==> src/logic/sbc_pkg.sv <==
// Constants and types shared by the supply self-test control block
package sbc_pkg;

  // Number of regulator comparators walked by one self-test run
  localparam int NUM_COMP = 4;
  localparam int ADDR_W   = 12;
  localparam int DATA_W   = 32;

  // Register indices; byte address is four times the index
  localparam logic [ADDR_W-1:0] IDX_CTRL     = 12'h337;
  localparam logic [ADDR_W-1:0] IDX_FAULT1   = 12'h340;
  localparam logic [ADDR_W-1:0] IDX_FAULT2   = 12'h341;
  localparam logic [ADDR_W-1:0] IDX_IRQ_STAT = 12'h342;
  localparam logic [ADDR_W-1:0] IDX_IRQ_MASK = 12'h343;

  // Control register fields
  localparam int CTRL_GO_BIT   = 0;
  localparam int CTRL_KEEP_BIT = 1;
  localparam logic [7:0] CTRL_RESET = 8'h00;

  // Fault status reset value
  localparam logic [NUM_COMP-1:0] FAULT_RESET = 4'h0;

  // Interrupt status and mask fields
  localparam int IRQ_W        = 3;
  localparam int IRQ_DONE_BIT = 0;
  localparam int IRQ_FAIL_BIT = 1;
  localparam int IRQ_LIVE_BIT = 2;
  localparam logic [IRQ_W-1:0] IRQ_STAT_RESET = 3'h0;
  localparam logic [IRQ_W-1:0] IRQ_MASK_RESET = 3'h0;

  // Timing: each comparator is forced, then released, for one step each
  localparam int CLK_PERIOD_NS = 100;
  localparam int STEP_TIME_NS  = 5000;
  localparam int STEP_CYC_INT  = (STEP_TIME_NS + CLK_PERIOD_NS - 1) / CLK_PERIOD_NS;
  localparam int CNT_W         = 8;
  localparam logic [CNT_W-1:0] STEP_CYC = CNT_W'(STEP_CYC_INT);

  // Bus responses
  localparam logic [1:0] RESP_OKAY   = 2'h0;
  localparam logic [1:0] RESP_SLVERR = 2'h2;

  typedef enum logic [1:0] {
    SBC_SEQ_IDLE    = 2'b00,
    SBC_SEQ_FORCE   = 2'b01,
    SBC_SEQ_RECOVER = 2'b10,
    SBC_SEQ_DONE    = 2'b11
  } sbc_seq_state_t;

  typedef enum logic [2:0] {
    SBC_REG_NONE     = 3'b000,
    SBC_REG_CTRL     = 3'b001,
    SBC_REG_FAULT1   = 3'b010,
    SBC_REG_FAULT2   = 3'b011,
    SBC_REG_IRQ_STAT = 3'b100,
    SBC_REG_IRQ_MASK = 3'b101
  } sbc_reg_t;

endpackage

==> src/logic/sbc_seq_if.sv <==
// Carrier between the register front end and the comparator sequencer
`timescale 1ns/1ps
`default_nettype none
interface sbc_seq_if;
  import sbc_pkg::*;
  logic                start;
  logic                busy;
  logic                done;
  logic                fail_any;
  logic [NUM_COMP-1:0] fail;
  logic [NUM_COMP-1:0] force_trip;
  logic [NUM_COMP-1:0] tripped;

  modport ctrl (output start, output tripped,
                input busy, input done, input fail_any, input fail, input force_trip);
  modport seq  (input start, input tripped,
                output busy, output done, output fail_any, output fail, output force_trip);
endinterface
`default_nettype wire

==> src/logic/sbc_supply_bist_control.sv <==
// Supply self-test control: AXI4-Lite registers, fault status, fault output and interrupt
// Behaviour
// - A one written to the go bit starts a self-test run and the bit then clears itself and reads ready.
// - Each run exercises the regulator comparators one after another, checking that each detects a fault.
// - With keep-faults at zero, both fault status registers clear and the fault output releases at run end.
// - With keep-faults at one, both fault status registers and the asserted fault output are kept at run end.
// - With keep-faults set, a run started by the go bit never clears the first or second fault register.
`timescale 1ns/1ps
`default_nettype none
module sbc_supply_bist_control (
  input  wire logic                           aclk,
  input  wire logic                           aresetn,
  input  wire logic                           ce,
  input  wire logic [sbc_pkg::ADDR_W-1:0]     s_axi_awaddr,
  input  wire logic                           s_axi_awvalid,
  output logic                                s_axi_awready,
  input  wire logic [sbc_pkg::DATA_W-1:0]     s_axi_wdata,
  input  wire logic [3:0]                     s_axi_wstrb,
  input  wire logic                           s_axi_wvalid,
  output logic                                s_axi_wready,
  output logic [1:0]                          s_axi_bresp,
  output logic                                s_axi_bvalid,
  input  wire logic                           s_axi_bready,
  input  wire logic [sbc_pkg::ADDR_W-1:0]     s_axi_araddr,
  input  wire logic                           s_axi_arvalid,
  output logic                                s_axi_arready,
  output logic [sbc_pkg::DATA_W-1:0]          s_axi_rdata,
  output logic [1:0]                          s_axi_rresp,
  output logic                                s_axi_rvalid,
  input  wire logic                           s_axi_rready,
  input  wire logic [sbc_pkg::NUM_COMP-1:0]   comp_trip_in,
  output logic [sbc_pkg::NUM_COMP-1:0]        comp_test_force,
  output logic                                fault_output_low_active,
  output logic                                irq
);
  import sbc_pkg::*;

  sbc_seq_if sq ();

  sbc_sequencer u_seq (
    .aclk    (aclk),
    .aresetn (aresetn),
    .ce      (ce),
    .sq      (sq)
  );

  logic                    aw_held_q;
  logic [ADDR_W-1:0]       awaddr_q;
  logic                    w_held_q;
  logic [DATA_W-1:0]       wdata_q;
  logic [3:0]              wstrb_q;
  logic                    wr_fire;
  logic                    wr_lane0;
  sbc_reg_t                wr_sel;
  logic                    go_q;
  logic                    keep_q;
  logic                    keep_run_q;
  logic                    start_q;
  logic [NUM_COMP-1:0]     fault1_q;
  logic [NUM_COMP-1:0]     fault2_q;
  logic [IRQ_W-1:0]        irq_stat_q;
  logic [IRQ_W-1:0]        irq_mask_q;
  logic [NUM_COMP-1:0]     sync1_q;
  logic [NUM_COMP-1:0]     sync2_q;
  logic [NUM_COMP-1:0]     sync3_q;
  logic [NUM_COMP-1:0]     tripped_q;
  logic [NUM_COMP-1:0]     tripped_prev_q;
  logic                    end_clr;
  logic [IRQ_W-1:0]        irq_evt;

  // Address decode shared by the write and read paths
  function automatic sbc_reg_t reg_decode(input logic [ADDR_W-1:0] addr);
    sbc_reg_t sel;
    sel = SBC_REG_NONE;
    if (addr == {IDX_CTRL[ADDR_W-3:0], 2'b00}) begin
      sel = SBC_REG_CTRL;
    end else if (addr == {IDX_FAULT1[ADDR_W-3:0], 2'b00}) begin
      sel = SBC_REG_FAULT1;
    end else if (addr == {IDX_FAULT2[ADDR_W-3:0], 2'b00}) begin
      sel = SBC_REG_FAULT2;
    end else if (addr == {IDX_IRQ_STAT[ADDR_W-3:0], 2'b00}) begin
      sel = SBC_REG_IRQ_STAT;
    end else if (addr == {IDX_IRQ_MASK[ADDR_W-3:0], 2'b00}) begin
      sel = SBC_REG_IRQ_MASK;
    end
    return sel;
  endfunction

  // A write lands once both halves are held and the last response is gone
  assign wr_fire  = aw_held_q && w_held_q && !s_axi_bvalid;
  assign wr_sel   = reg_decode(awaddr_q);
  assign wr_lane0 = wr_fire && wstrb_q[0];

  // Write address channel
  always_ff @(posedge aclk) begin
    if (!aresetn) begin
      aw_held_q     <= 1'b0;
      awaddr_q      <= '0;
      s_axi_awready <= 1'b0;
    end else if (ce) begin
      if (s_axi_awvalid && s_axi_awready) begin
        aw_held_q     <= 1'b1;
        awaddr_q      <= s_axi_awaddr;
        s_axi_awready <= 1'b0;
      end else if (wr_fire) begin
        aw_held_q <= 1'b0;
      end else if (!aw_held_q && !s_axi_bvalid) begin
        s_axi_awready <= 1'b1;
      end
    end
  end

  // Write data channel, taken independently of the address
  always_ff @(posedge aclk) begin
    if (!aresetn) begin
      w_held_q     <= 1'b0;
      wdata_q      <= '0;
      wstrb_q      <= '0;
      s_axi_wready <= 1'b0;
    end else if (ce) begin
      if (s_axi_wvalid && s_axi_wready) begin
        w_held_q     <= 1'b1;
        wdata_q      <= s_axi_wdata;
        wstrb_q      <= s_axi_wstrb;
        s_axi_wready <= 1'b0;
      end else if (wr_fire) begin
        w_held_q <= 1'b0;
      end else if (!w_held_q && !s_axi_bvalid) begin
        s_axi_wready <= 1'b1;
      end
    end
  end

  // Write response
  always_ff @(posedge aclk) begin
    if (!aresetn) begin
      s_axi_bvalid <= 1'b0;
      s_axi_bresp  <= RESP_OKAY;
    end else if (ce) begin
      if (wr_fire) begin
        s_axi_bvalid <= 1'b1;
        s_axi_bresp  <= (wr_sel == SBC_REG_NONE) ? RESP_SLVERR : RESP_OKAY;
      end else if (s_axi_bvalid && s_axi_bready) begin
        s_axi_bvalid <= 1'b0;
      end
    end
  end

  // Read channel: data one cycle after the address is taken, no read side effects
  // Ready returns one idle cycle after each answer, so reads never overlap
  always_ff @(posedge aclk) begin
    if (!aresetn) begin
      s_axi_arready <= 1'b0;
      s_axi_rvalid  <= 1'b0;
      s_axi_rdata   <= '0;
      s_axi_rresp   <= RESP_OKAY;
    end else if (ce) begin
      if (s_axi_arvalid && s_axi_arready) begin
        s_axi_arready <= 1'b0;
        s_axi_rvalid  <= 1'b1;
        s_axi_rresp   <= RESP_OKAY;
        s_axi_rdata   <= '0;
        case (reg_decode(s_axi_araddr))
          SBC_REG_CTRL: begin
            s_axi_rdata[CTRL_GO_BIT]   <= go_q;
            s_axi_rdata[CTRL_KEEP_BIT] <= keep_q;
          end
          SBC_REG_FAULT1:   s_axi_rdata[NUM_COMP-1:0] <= fault1_q;
          SBC_REG_FAULT2:   s_axi_rdata[NUM_COMP-1:0] <= fault2_q;
          SBC_REG_IRQ_STAT: s_axi_rdata[IRQ_W-1:0]    <= irq_stat_q;
          SBC_REG_IRQ_MASK: s_axi_rdata[IRQ_W-1:0]    <= irq_mask_q;
          default:          s_axi_rresp               <= RESP_SLVERR;
        endcase
      end else if (s_axi_rvalid && s_axi_rready) begin
        s_axi_rvalid <= 1'b0;
      end else if (!s_axi_rvalid) begin
        s_axi_arready <= 1'b1;
      end
    end
  end

  // Control register; a go written during a run waits and starts the next one
  // Keep-faults is latched at launch so a later change cannot alter a run in flight
  always_ff @(posedge aclk) begin
    if (!aresetn) begin
      go_q       <= CTRL_RESET[CTRL_GO_BIT];
      keep_q     <= CTRL_RESET[CTRL_KEEP_BIT];
      keep_run_q <= CTRL_RESET[CTRL_KEEP_BIT];
      start_q    <= 1'b0;
    end else if (ce) begin
      start_q <= 1'b0;
      if (go_q && !sq.busy && !start_q) begin
        start_q    <= 1'b1;
        go_q       <= 1'b0;
        keep_run_q <= keep_q;
      end
      if (wr_lane0 && wr_sel == SBC_REG_CTRL) begin
        keep_q <= wdata_q[CTRL_KEEP_BIT];
        if (wdata_q[CTRL_GO_BIT]) begin
          go_q <= 1'b1;
        end
      end
    end
  end

  // Sequencer sees trip levels only after the agreement filter
  assign sq.start   = start_q;
  assign sq.tripped = tripped_q;

  // Comparator outputs are asynchronous; three stages, accepted when the last two agree
  always_ff @(posedge aclk) begin
    if (!aresetn) begin
      sync1_q <= '0;
      sync2_q <= '0;
      sync3_q <= '0;
    end else if (ce) begin
      sync1_q <= comp_trip_in;
      sync2_q <= sync1_q;
      sync3_q <= sync2_q;
    end
  end

  // Per-bit filter: a level counts only when two stages agree, so a glitch is ignored
  generate
    for (genvar i = 0; i < NUM_COMP; i++) begin : g_trip
      always_ff @(posedge aclk) begin
        if (!aresetn) begin
          tripped_q[i] <= 1'b0;
        end else if (ce && (sync2_q[i] == sync3_q[i])) begin
          tripped_q[i] <= sync3_q[i];
        end
      end
    end
  endgenerate

  // Run-end clear only when the run was started with keep-faults clear
  assign end_clr = sq.done && !keep_run_q;

  // Fault status: new trips and failures win over any clear in the same cycle
  always_ff @(posedge aclk) begin
    if (!aresetn) begin
      fault1_q <= FAULT_RESET;
      fault2_q <= FAULT_RESET;
    end else if (ce) begin
      if (end_clr) begin
        fault1_q <= tripped_q;
        fault2_q <= sq.fail;
      end else begin
        fault1_q <= (fault1_q & ~((wr_lane0 && wr_sel == SBC_REG_FAULT1) ? wdata_q[NUM_COMP-1:0] : '0))
                    | tripped_q;
        fault2_q <= (fault2_q & ~((wr_lane0 && wr_sel == SBC_REG_FAULT2) ? wdata_q[NUM_COMP-1:0] : '0))
                    | sq.fail;
      end
    end
  end

  // Fault output stays low while any status bit is held
  always_ff @(posedge aclk) begin
    if (!aresetn) begin
      fault_output_low_active <= 1'b1;
    end else if (ce) begin
      fault_output_low_active <= !(|fault1_q || |fault2_q);
    end
  end

  // Comparator forcing is registered here at the port as well as inside the sequencer
  always_ff @(posedge aclk) begin
    if (!aresetn) begin
      tripped_prev_q  <= '0;
      comp_test_force <= '0;
    end else if (ce) begin
      tripped_prev_q  <= tripped_q;
      comp_test_force <= sq.force_trip;
    end
  end

  // Live trips count only while idle; during a run they are expected
  always_comb begin
    irq_evt               = '0;
    irq_evt[IRQ_DONE_BIT] = sq.done;
    irq_evt[IRQ_FAIL_BIT] = sq.done && sq.fail_any;
    irq_evt[IRQ_LIVE_BIT] = !sq.busy && |(tripped_q & ~tripped_prev_q);
  end

  // Interrupt status is write-one-to-clear; an event in the same cycle wins
  always_ff @(posedge aclk) begin
    if (!aresetn) begin
      irq_stat_q <= IRQ_STAT_RESET;
      irq_mask_q <= IRQ_MASK_RESET;
      irq        <= 1'b0;
    end else if (ce) begin
      irq_stat_q <= (irq_stat_q & ~((wr_lane0 && wr_sel == SBC_REG_IRQ_STAT) ? wdata_q[IRQ_W-1:0] : '0))
                    | irq_evt;
      if (wr_lane0 && wr_sel == SBC_REG_IRQ_MASK) begin
        irq_mask_q <= wdata_q[IRQ_W-1:0];
      end
      irq <= |(irq_stat_q & irq_mask_q);
    end
  end

endmodule
`default_nettype wire

==> src/logic/sbc_sequencer.sv <==
// Steps the self-test through each regulator comparator in turn
`timescale 1ns/1ps
`default_nettype none
module sbc_sequencer (
  input  wire logic aclk,
  input  wire logic aresetn,
  input  wire logic ce,
  sbc_seq_if.seq    sq
);
  import sbc_pkg::*;

  sbc_seq_state_t                  state_q;
  logic [$clog2(NUM_COMP)-1:0]     idx_q;
  logic [CNT_W-1:0]                cnt_q;
  logic [NUM_COMP-1:0]             fail_q;
  logic [NUM_COMP-1:0]             force_q;
  logic                            done_q;
  logic                            fail_any_q;

  assign sq.busy       = (state_q != SBC_SEQ_IDLE);
  assign sq.done       = done_q;
  assign sq.fail_any   = fail_any_q;
  assign sq.fail       = fail_q;
  assign sq.force_trip = force_q;

  // One comparator at a time, so a failure points at a single regulator
  always_ff @(posedge aclk) begin
    if (!aresetn) begin
      state_q <= SBC_SEQ_IDLE;
      idx_q   <= '0;
      cnt_q   <= '0;
      fail_q  <= '0;
      force_q <= '0;
    end else if (ce) begin
      case (state_q)
        SBC_SEQ_IDLE: begin
          if (sq.start) begin
            idx_q   <= '0;
            fail_q  <= '0;
            force_q <= NUM_COMP'(1);
            cnt_q   <= STEP_CYC - 8'h01;
            state_q <= SBC_SEQ_FORCE;
          end
        end
        SBC_SEQ_FORCE: begin
          if (cnt_q == '0) begin
            if (!sq.tripped[idx_q]) begin
              fail_q[idx_q] <= 1'b1;
            end
            force_q <= '0;
            cnt_q   <= STEP_CYC - 8'h01;
            state_q <= SBC_SEQ_RECOVER;
          end else begin
            cnt_q <= cnt_q - 8'h01;
          end
        end
        SBC_SEQ_RECOVER: begin
          if (cnt_q != '0) begin
            cnt_q <= cnt_q - 8'h01;
          end else if (idx_q == ($clog2(NUM_COMP))'(NUM_COMP - 1)) begin
            fail_q  <= '0;
            state_q <= SBC_SEQ_DONE;
          end else begin
            idx_q   <= idx_q + 1'b1;
            force_q <= NUM_COMP'(1) << (idx_q + 1'b1);
            cnt_q   <= STEP_CYC - 8'h01;
            state_q <= SBC_SEQ_FORCE;
          end
        end
        SBC_SEQ_DONE: begin
          state_q <= SBC_SEQ_IDLE;
        end
        default: begin
          state_q <= SBC_SEQ_IDLE;
        end
      endcase
    end
  end

  // End-of-run pulse with the summary of the run
  always_ff @(posedge aclk) begin
    if (!aresetn) begin
      done_q     <= 1'b0;
      fail_any_q <= 1'b0;
    end else if (ce) begin
      done_q <= 1'b0;
      if (state_q == SBC_SEQ_RECOVER && cnt_q == '0 &&
          idx_q == ($clog2(NUM_COMP))'(NUM_COMP - 1)) begin
        done_q     <= 1'b1;
        fail_any_q <= |fail_q;
      end
    end
  end

endmodule
`default_nettype wire

==> config.mk <==
export PLATFORM = sky130hd
export DESIGN_NAME = sbc_supply_bist_control
export DESIGN_NICKNAME = d
export VERILOG_FILES = /design/src/logic/sbc_pkg.sv /design/src/logic/sbc_seq_if.sv /design/src/logic/sbc_supply_bist_control.sv /design/src/logic/sbc_sequencer.sv
export SDC_FILE = /design/constraint.sdc
export NUM_CORES = 1
export LEC_CHECK = 0
export BUFFER_PORTS_ARGS = -buffer_cell sky130_fd_sc_hd__buf_2
export CAP_MARGIN = 20
export CORE_UTILIZATION = 50
export CTS_BUF_LIST = sky130_fd_sc_hd__clkbuf_8
export DETAILED_ROUTE_END_ITERATION = 10
export PLACE_DENSITY = 0.79
export SETUP_SLACK_MARGIN = 0.05
export SYNTH_ARGS = -nofsm -noshare
export SYNTH_HDL_FRONTEND = slang
export SYNTH_SLANG_ARGS = --single-unit
==> constraint.sdc <==
create_clock -name aclk -period 1.8 [get_ports aclk]
set_clock_uncertainty 0.05 [all_clocks]
set_input_delay 0.18 -clock aclk [delete_from_list [all_inputs] [get_ports aclk]]
set_output_delay 0.18 -clock aclk [all_outputs]
set_load 0.01 [all_outputs]
==> impl_metrics.env <==
export IMPL_slowest_delay_ns=0.62
export IMPL_cts_sinks=96
export IMPL_diodes=0
export IMPL_root_buffer="clkbuf_8"
export IMPL_critPathTopFamily="simple AND/OR/NAND/NOR gates"
export IMPL_yosysWarnings=0
export IMPL_drive_above_1_share_pct=25.6
export IMPL_crit_chain="or4_4 > nor3_4 > buf_6 > nor2_2 > a311oi_1"
export IMPL_min_path_cells=3
export IMPL_num_vias=4398
export IMPL_final_cells=753
export IMPL_first_pass_iters=5
export IMPL_path_class="reg -> reg"
export IMPL_reg2reg_depth=5
export IMPL_hold_class="in -> reg"
export IMPL_setup_tns_ns=0
export IMPL_drc=0
export IMPL_drt_vias_per_instance=5.84
export IMPL_synth_flop_cell="dfxtp_1"
export IMPL_cp_slowest_cell="or4_4"
export IMPL_clock_latency_ns=0.37
export IMPL_final_hold_viol_count=0
export IMPL_final_nets=724
export IMPL_num_io_pins=119
export IMPL_holdWs_ns=0.00469
export IMPL_ys_seq_area_share_pct=41.2
export IMPL_die_h_um=98.6
export IMPL_routabilityCongestion=0.855
export IMPL_drv_cap=0
export IMPL_clk_pin_slew_ns=0.09
export IMPL_initialDrtViolationCount=224
export IMPL_flow_area_growth_from_synthesis_pct=22.2
export IMPL_ys_async_sr_fraction_pct=0
export IMPL_power_density_mw_per_mm2=727
export IMPL_report_final_slew_viol_count=0
export IMPL_rows=34
export IMPL_clockBufferDepth=2
export IMPL_htree_levels=3
export IMPL_yosysTopAreaCellShare_pct=41.2
export IMPL_post_route_period_util_pct=99.7
export IMPL_wl_um=11700
export IMPL_die_area_sq_mm=0.00973
export IMPL_grt_pass1_vias=4274
export IMPL_synth_edf_count=0
export IMPL_core_area_sq_mm=0.00889
export IMPL_numCtsBuffers=9
export IMPL_endpoint_kind="flip-flop"
export IMPL_grt_pass1_wl_um=19100
export IMPL_fillCellCount=735
export IMPL_ys_ff_latch=96
export IMPL_status="complete, no violations"
export IMPL_crit_cells=5
export IMPL_dpl_cell_area_sq_mm=0.00519
export IMPL_grt_max_degree=43
export IMPL_rsz0062_at_grt="yes"
export IMPL_port_buffers=57
export IMPL_layout_min_cycle_time_ns=1.79
export IMPL_antenna_found_initial=0
export IMPL_yosys_area_top_type="dfxtp_1"
export IMPL_post_route_util_pct=64.2
export IMPL_syn_cell_area_sq_mm=0.00467
export IMPL_dp_final_hpwl_um=8030
export IMPL_dp_cells=728
export IMPL_die_w_um=98.6
export IMPL_cts_tree="done"
export IMPL_grt_use_total_pct=24.1
export IMPL_wl_per_cell_um=15.5
export IMPL_synth_top_cells_by_area="dfxtp_1, nand2_1, a21oi_1, mux2i_1, buf_4"
export IMPL_worstSetupStartpointType="flip-flop"
export IMPL_grt_overflow=0
export IMPL_synth_area_per_cell_sq_um=8.40
export IMPL_postSynthCellCount=556
export IMPL_leakage_nw=2.24
export IMPL_max_freq_mhz=557
export IMPL_ys_types=61
export IMPL_ant_nets=0
export IMPL_initial_core_util_pct=52.5
export IMPL_worst_path_buf_inv=1
export IMPL_setup_viol=0
export IMPL_vdd_ir_drop_max_mv=0.616
export IMPL_cp_max_fo=7
export IMPL_crit_arrival_ns=2.02
export IMPL_final_area_sq_mm=0.00570
export IMPL_required_ns=2.03
[Yosys cell counts (12+ instances only)]
master / n
dfxtp_1: 96
nand2_1: 79
a21oi_1: 55
nor2_1: 43
buf_4: 30
mux2i_1: 25
clkbuf_1: 23
inv_1: 20
o21ai_0: 16
nand3_1: 15
nand4_1: 12
[power breakdown]
part	switching, W	leakage, nW	internal [W]
logic	0.000180	1.35	0.000120
clock network	0.000757	0.112	0.000913
registers	0.0000259	0.779	0.00215
total	0.000963	2.24	0.00318
[flip-flops by register name, indices dropped and copies added, names as in the netlist, 3 cells and up]
register             cells
u_seq.sq.fail            4
sync2_q                  4
wdata_q                  4
tripped_prev_q           4
irq_mask_q               3
u_seq.sq.force_trip      4
irq_stat_q               3
awaddr_q                12
sync3_q                  4
fault2_q                 4
s_axi_rdata              4
u_seq.cnt_q              8
comp_test_force          4
sync1_q                  4
fault1_q                 4
sq.tripped               4
[layout make-up]
class / instances / area (sq um) / area share (%)
Tap cell: 108 / 135 / 2.37
Clock buffer: 9 / 124 / 2.17
Timing Repair Buffer: 106 / 717 / 12.6
Inverter: 22 / 82.6 / 1.45
Sequential cell: 96 / 1930 / 33.8
Multi-Input combinational cell: 407 / 2610 / 45.7
Clock inverter: 5 / 106 / 1.86
[per-layer routing]
metal | wire, um | track usage [%] | vias to the layer above | share of wire, %
li1 | - | - | 2104 | -
met5 | 0 | 0 | - | 0
met4 | 255 | 9.64 | 0 | 2.2
met2 | 5720 | 43.2 | 162 | 49
met1 | 5100 | 28.8 | 2102 | 44
met3 | 582 | 3.83 | 30 | 5.0
[placed cells by master (no fill, tap or decap), types with 4 or more instances in the layout]
master	instances
a21oi_1	48
nand4_1	12
o41ai_2	4
clkbuf_8	9
buf_6	5
inv_1	17
nor4_1	6
nor2b_1	5
mux2i_1	25
a311oi_1	4
dfxtp_2	4
a31oi_1	4
nand2_1	78
buf_2	58
a32o_1	4
ha_1	6
o31ai_1	4
nand2b_1	4
nand3_1	14
conb_1	30
a21oi_2	7
dlygate4sd3_1	9
dfxtp_1	91
buf_4	32
nor3_1	9
a41oi_1	7
o22ai_1	4
nor4b_1	4
o21ai_0	16
nor2_1	43
[path summary, 6_finish.rpt]
path / start / slack [ns] / endpoint
worst max-delay path: u_seq.cnt_q[2] / 0.005 / u_seq.cnt_q[5]
worst min-delay path: s_axi_wdata[3] / 0.005 / wdata_q[3]
worst max register to register: u_seq.cnt_q[2] / 0.005 / u_seq.cnt_q[5]
worst min register to register: s_axi_rdata[2] / 0.40 / s_axi_rdata[2]
[cell families after synthesis]
family / count (synthesis) / synth area share (%)
simple gates: 208 / 22.0
compound gates: 130 / 18.0
flops: 96 / 41.2
buf+inv: 82 / 9.25
mux: 29 / 6.81
fa+ha+maj: 10 / 2.68
other cells: 1 / 0.0803
[what timing repair did]
action / in CTS / in global routing
gates cloned: 0 / 1
pin swaps: 11 / 7
hold endpoints to repair: 8 / 1
hold buffers: 8 / 1
endpoints found under the setup margin: 18 / 32
resized for setup: 12 / 31
buffers inserted: 0 / 1
[stage by stage]
stage                     setup WS (ns)  power, W
after floorplan                 -0.0760   0.00244
after global placement           0.0127   0.00249
after detailed placement        -0.0375   0.00250
after CTS                        0.0168   0.00415
after global routing            -0.0325   0.00429
final                           0.00505   0.00415
[worst min-delay path, stage by stage]
cell and delay (ns):
buf_2 0.08, mux2i_1 0.05, nor2_1 0.08
Note: power is estimated with default switching activity, not from simulation.
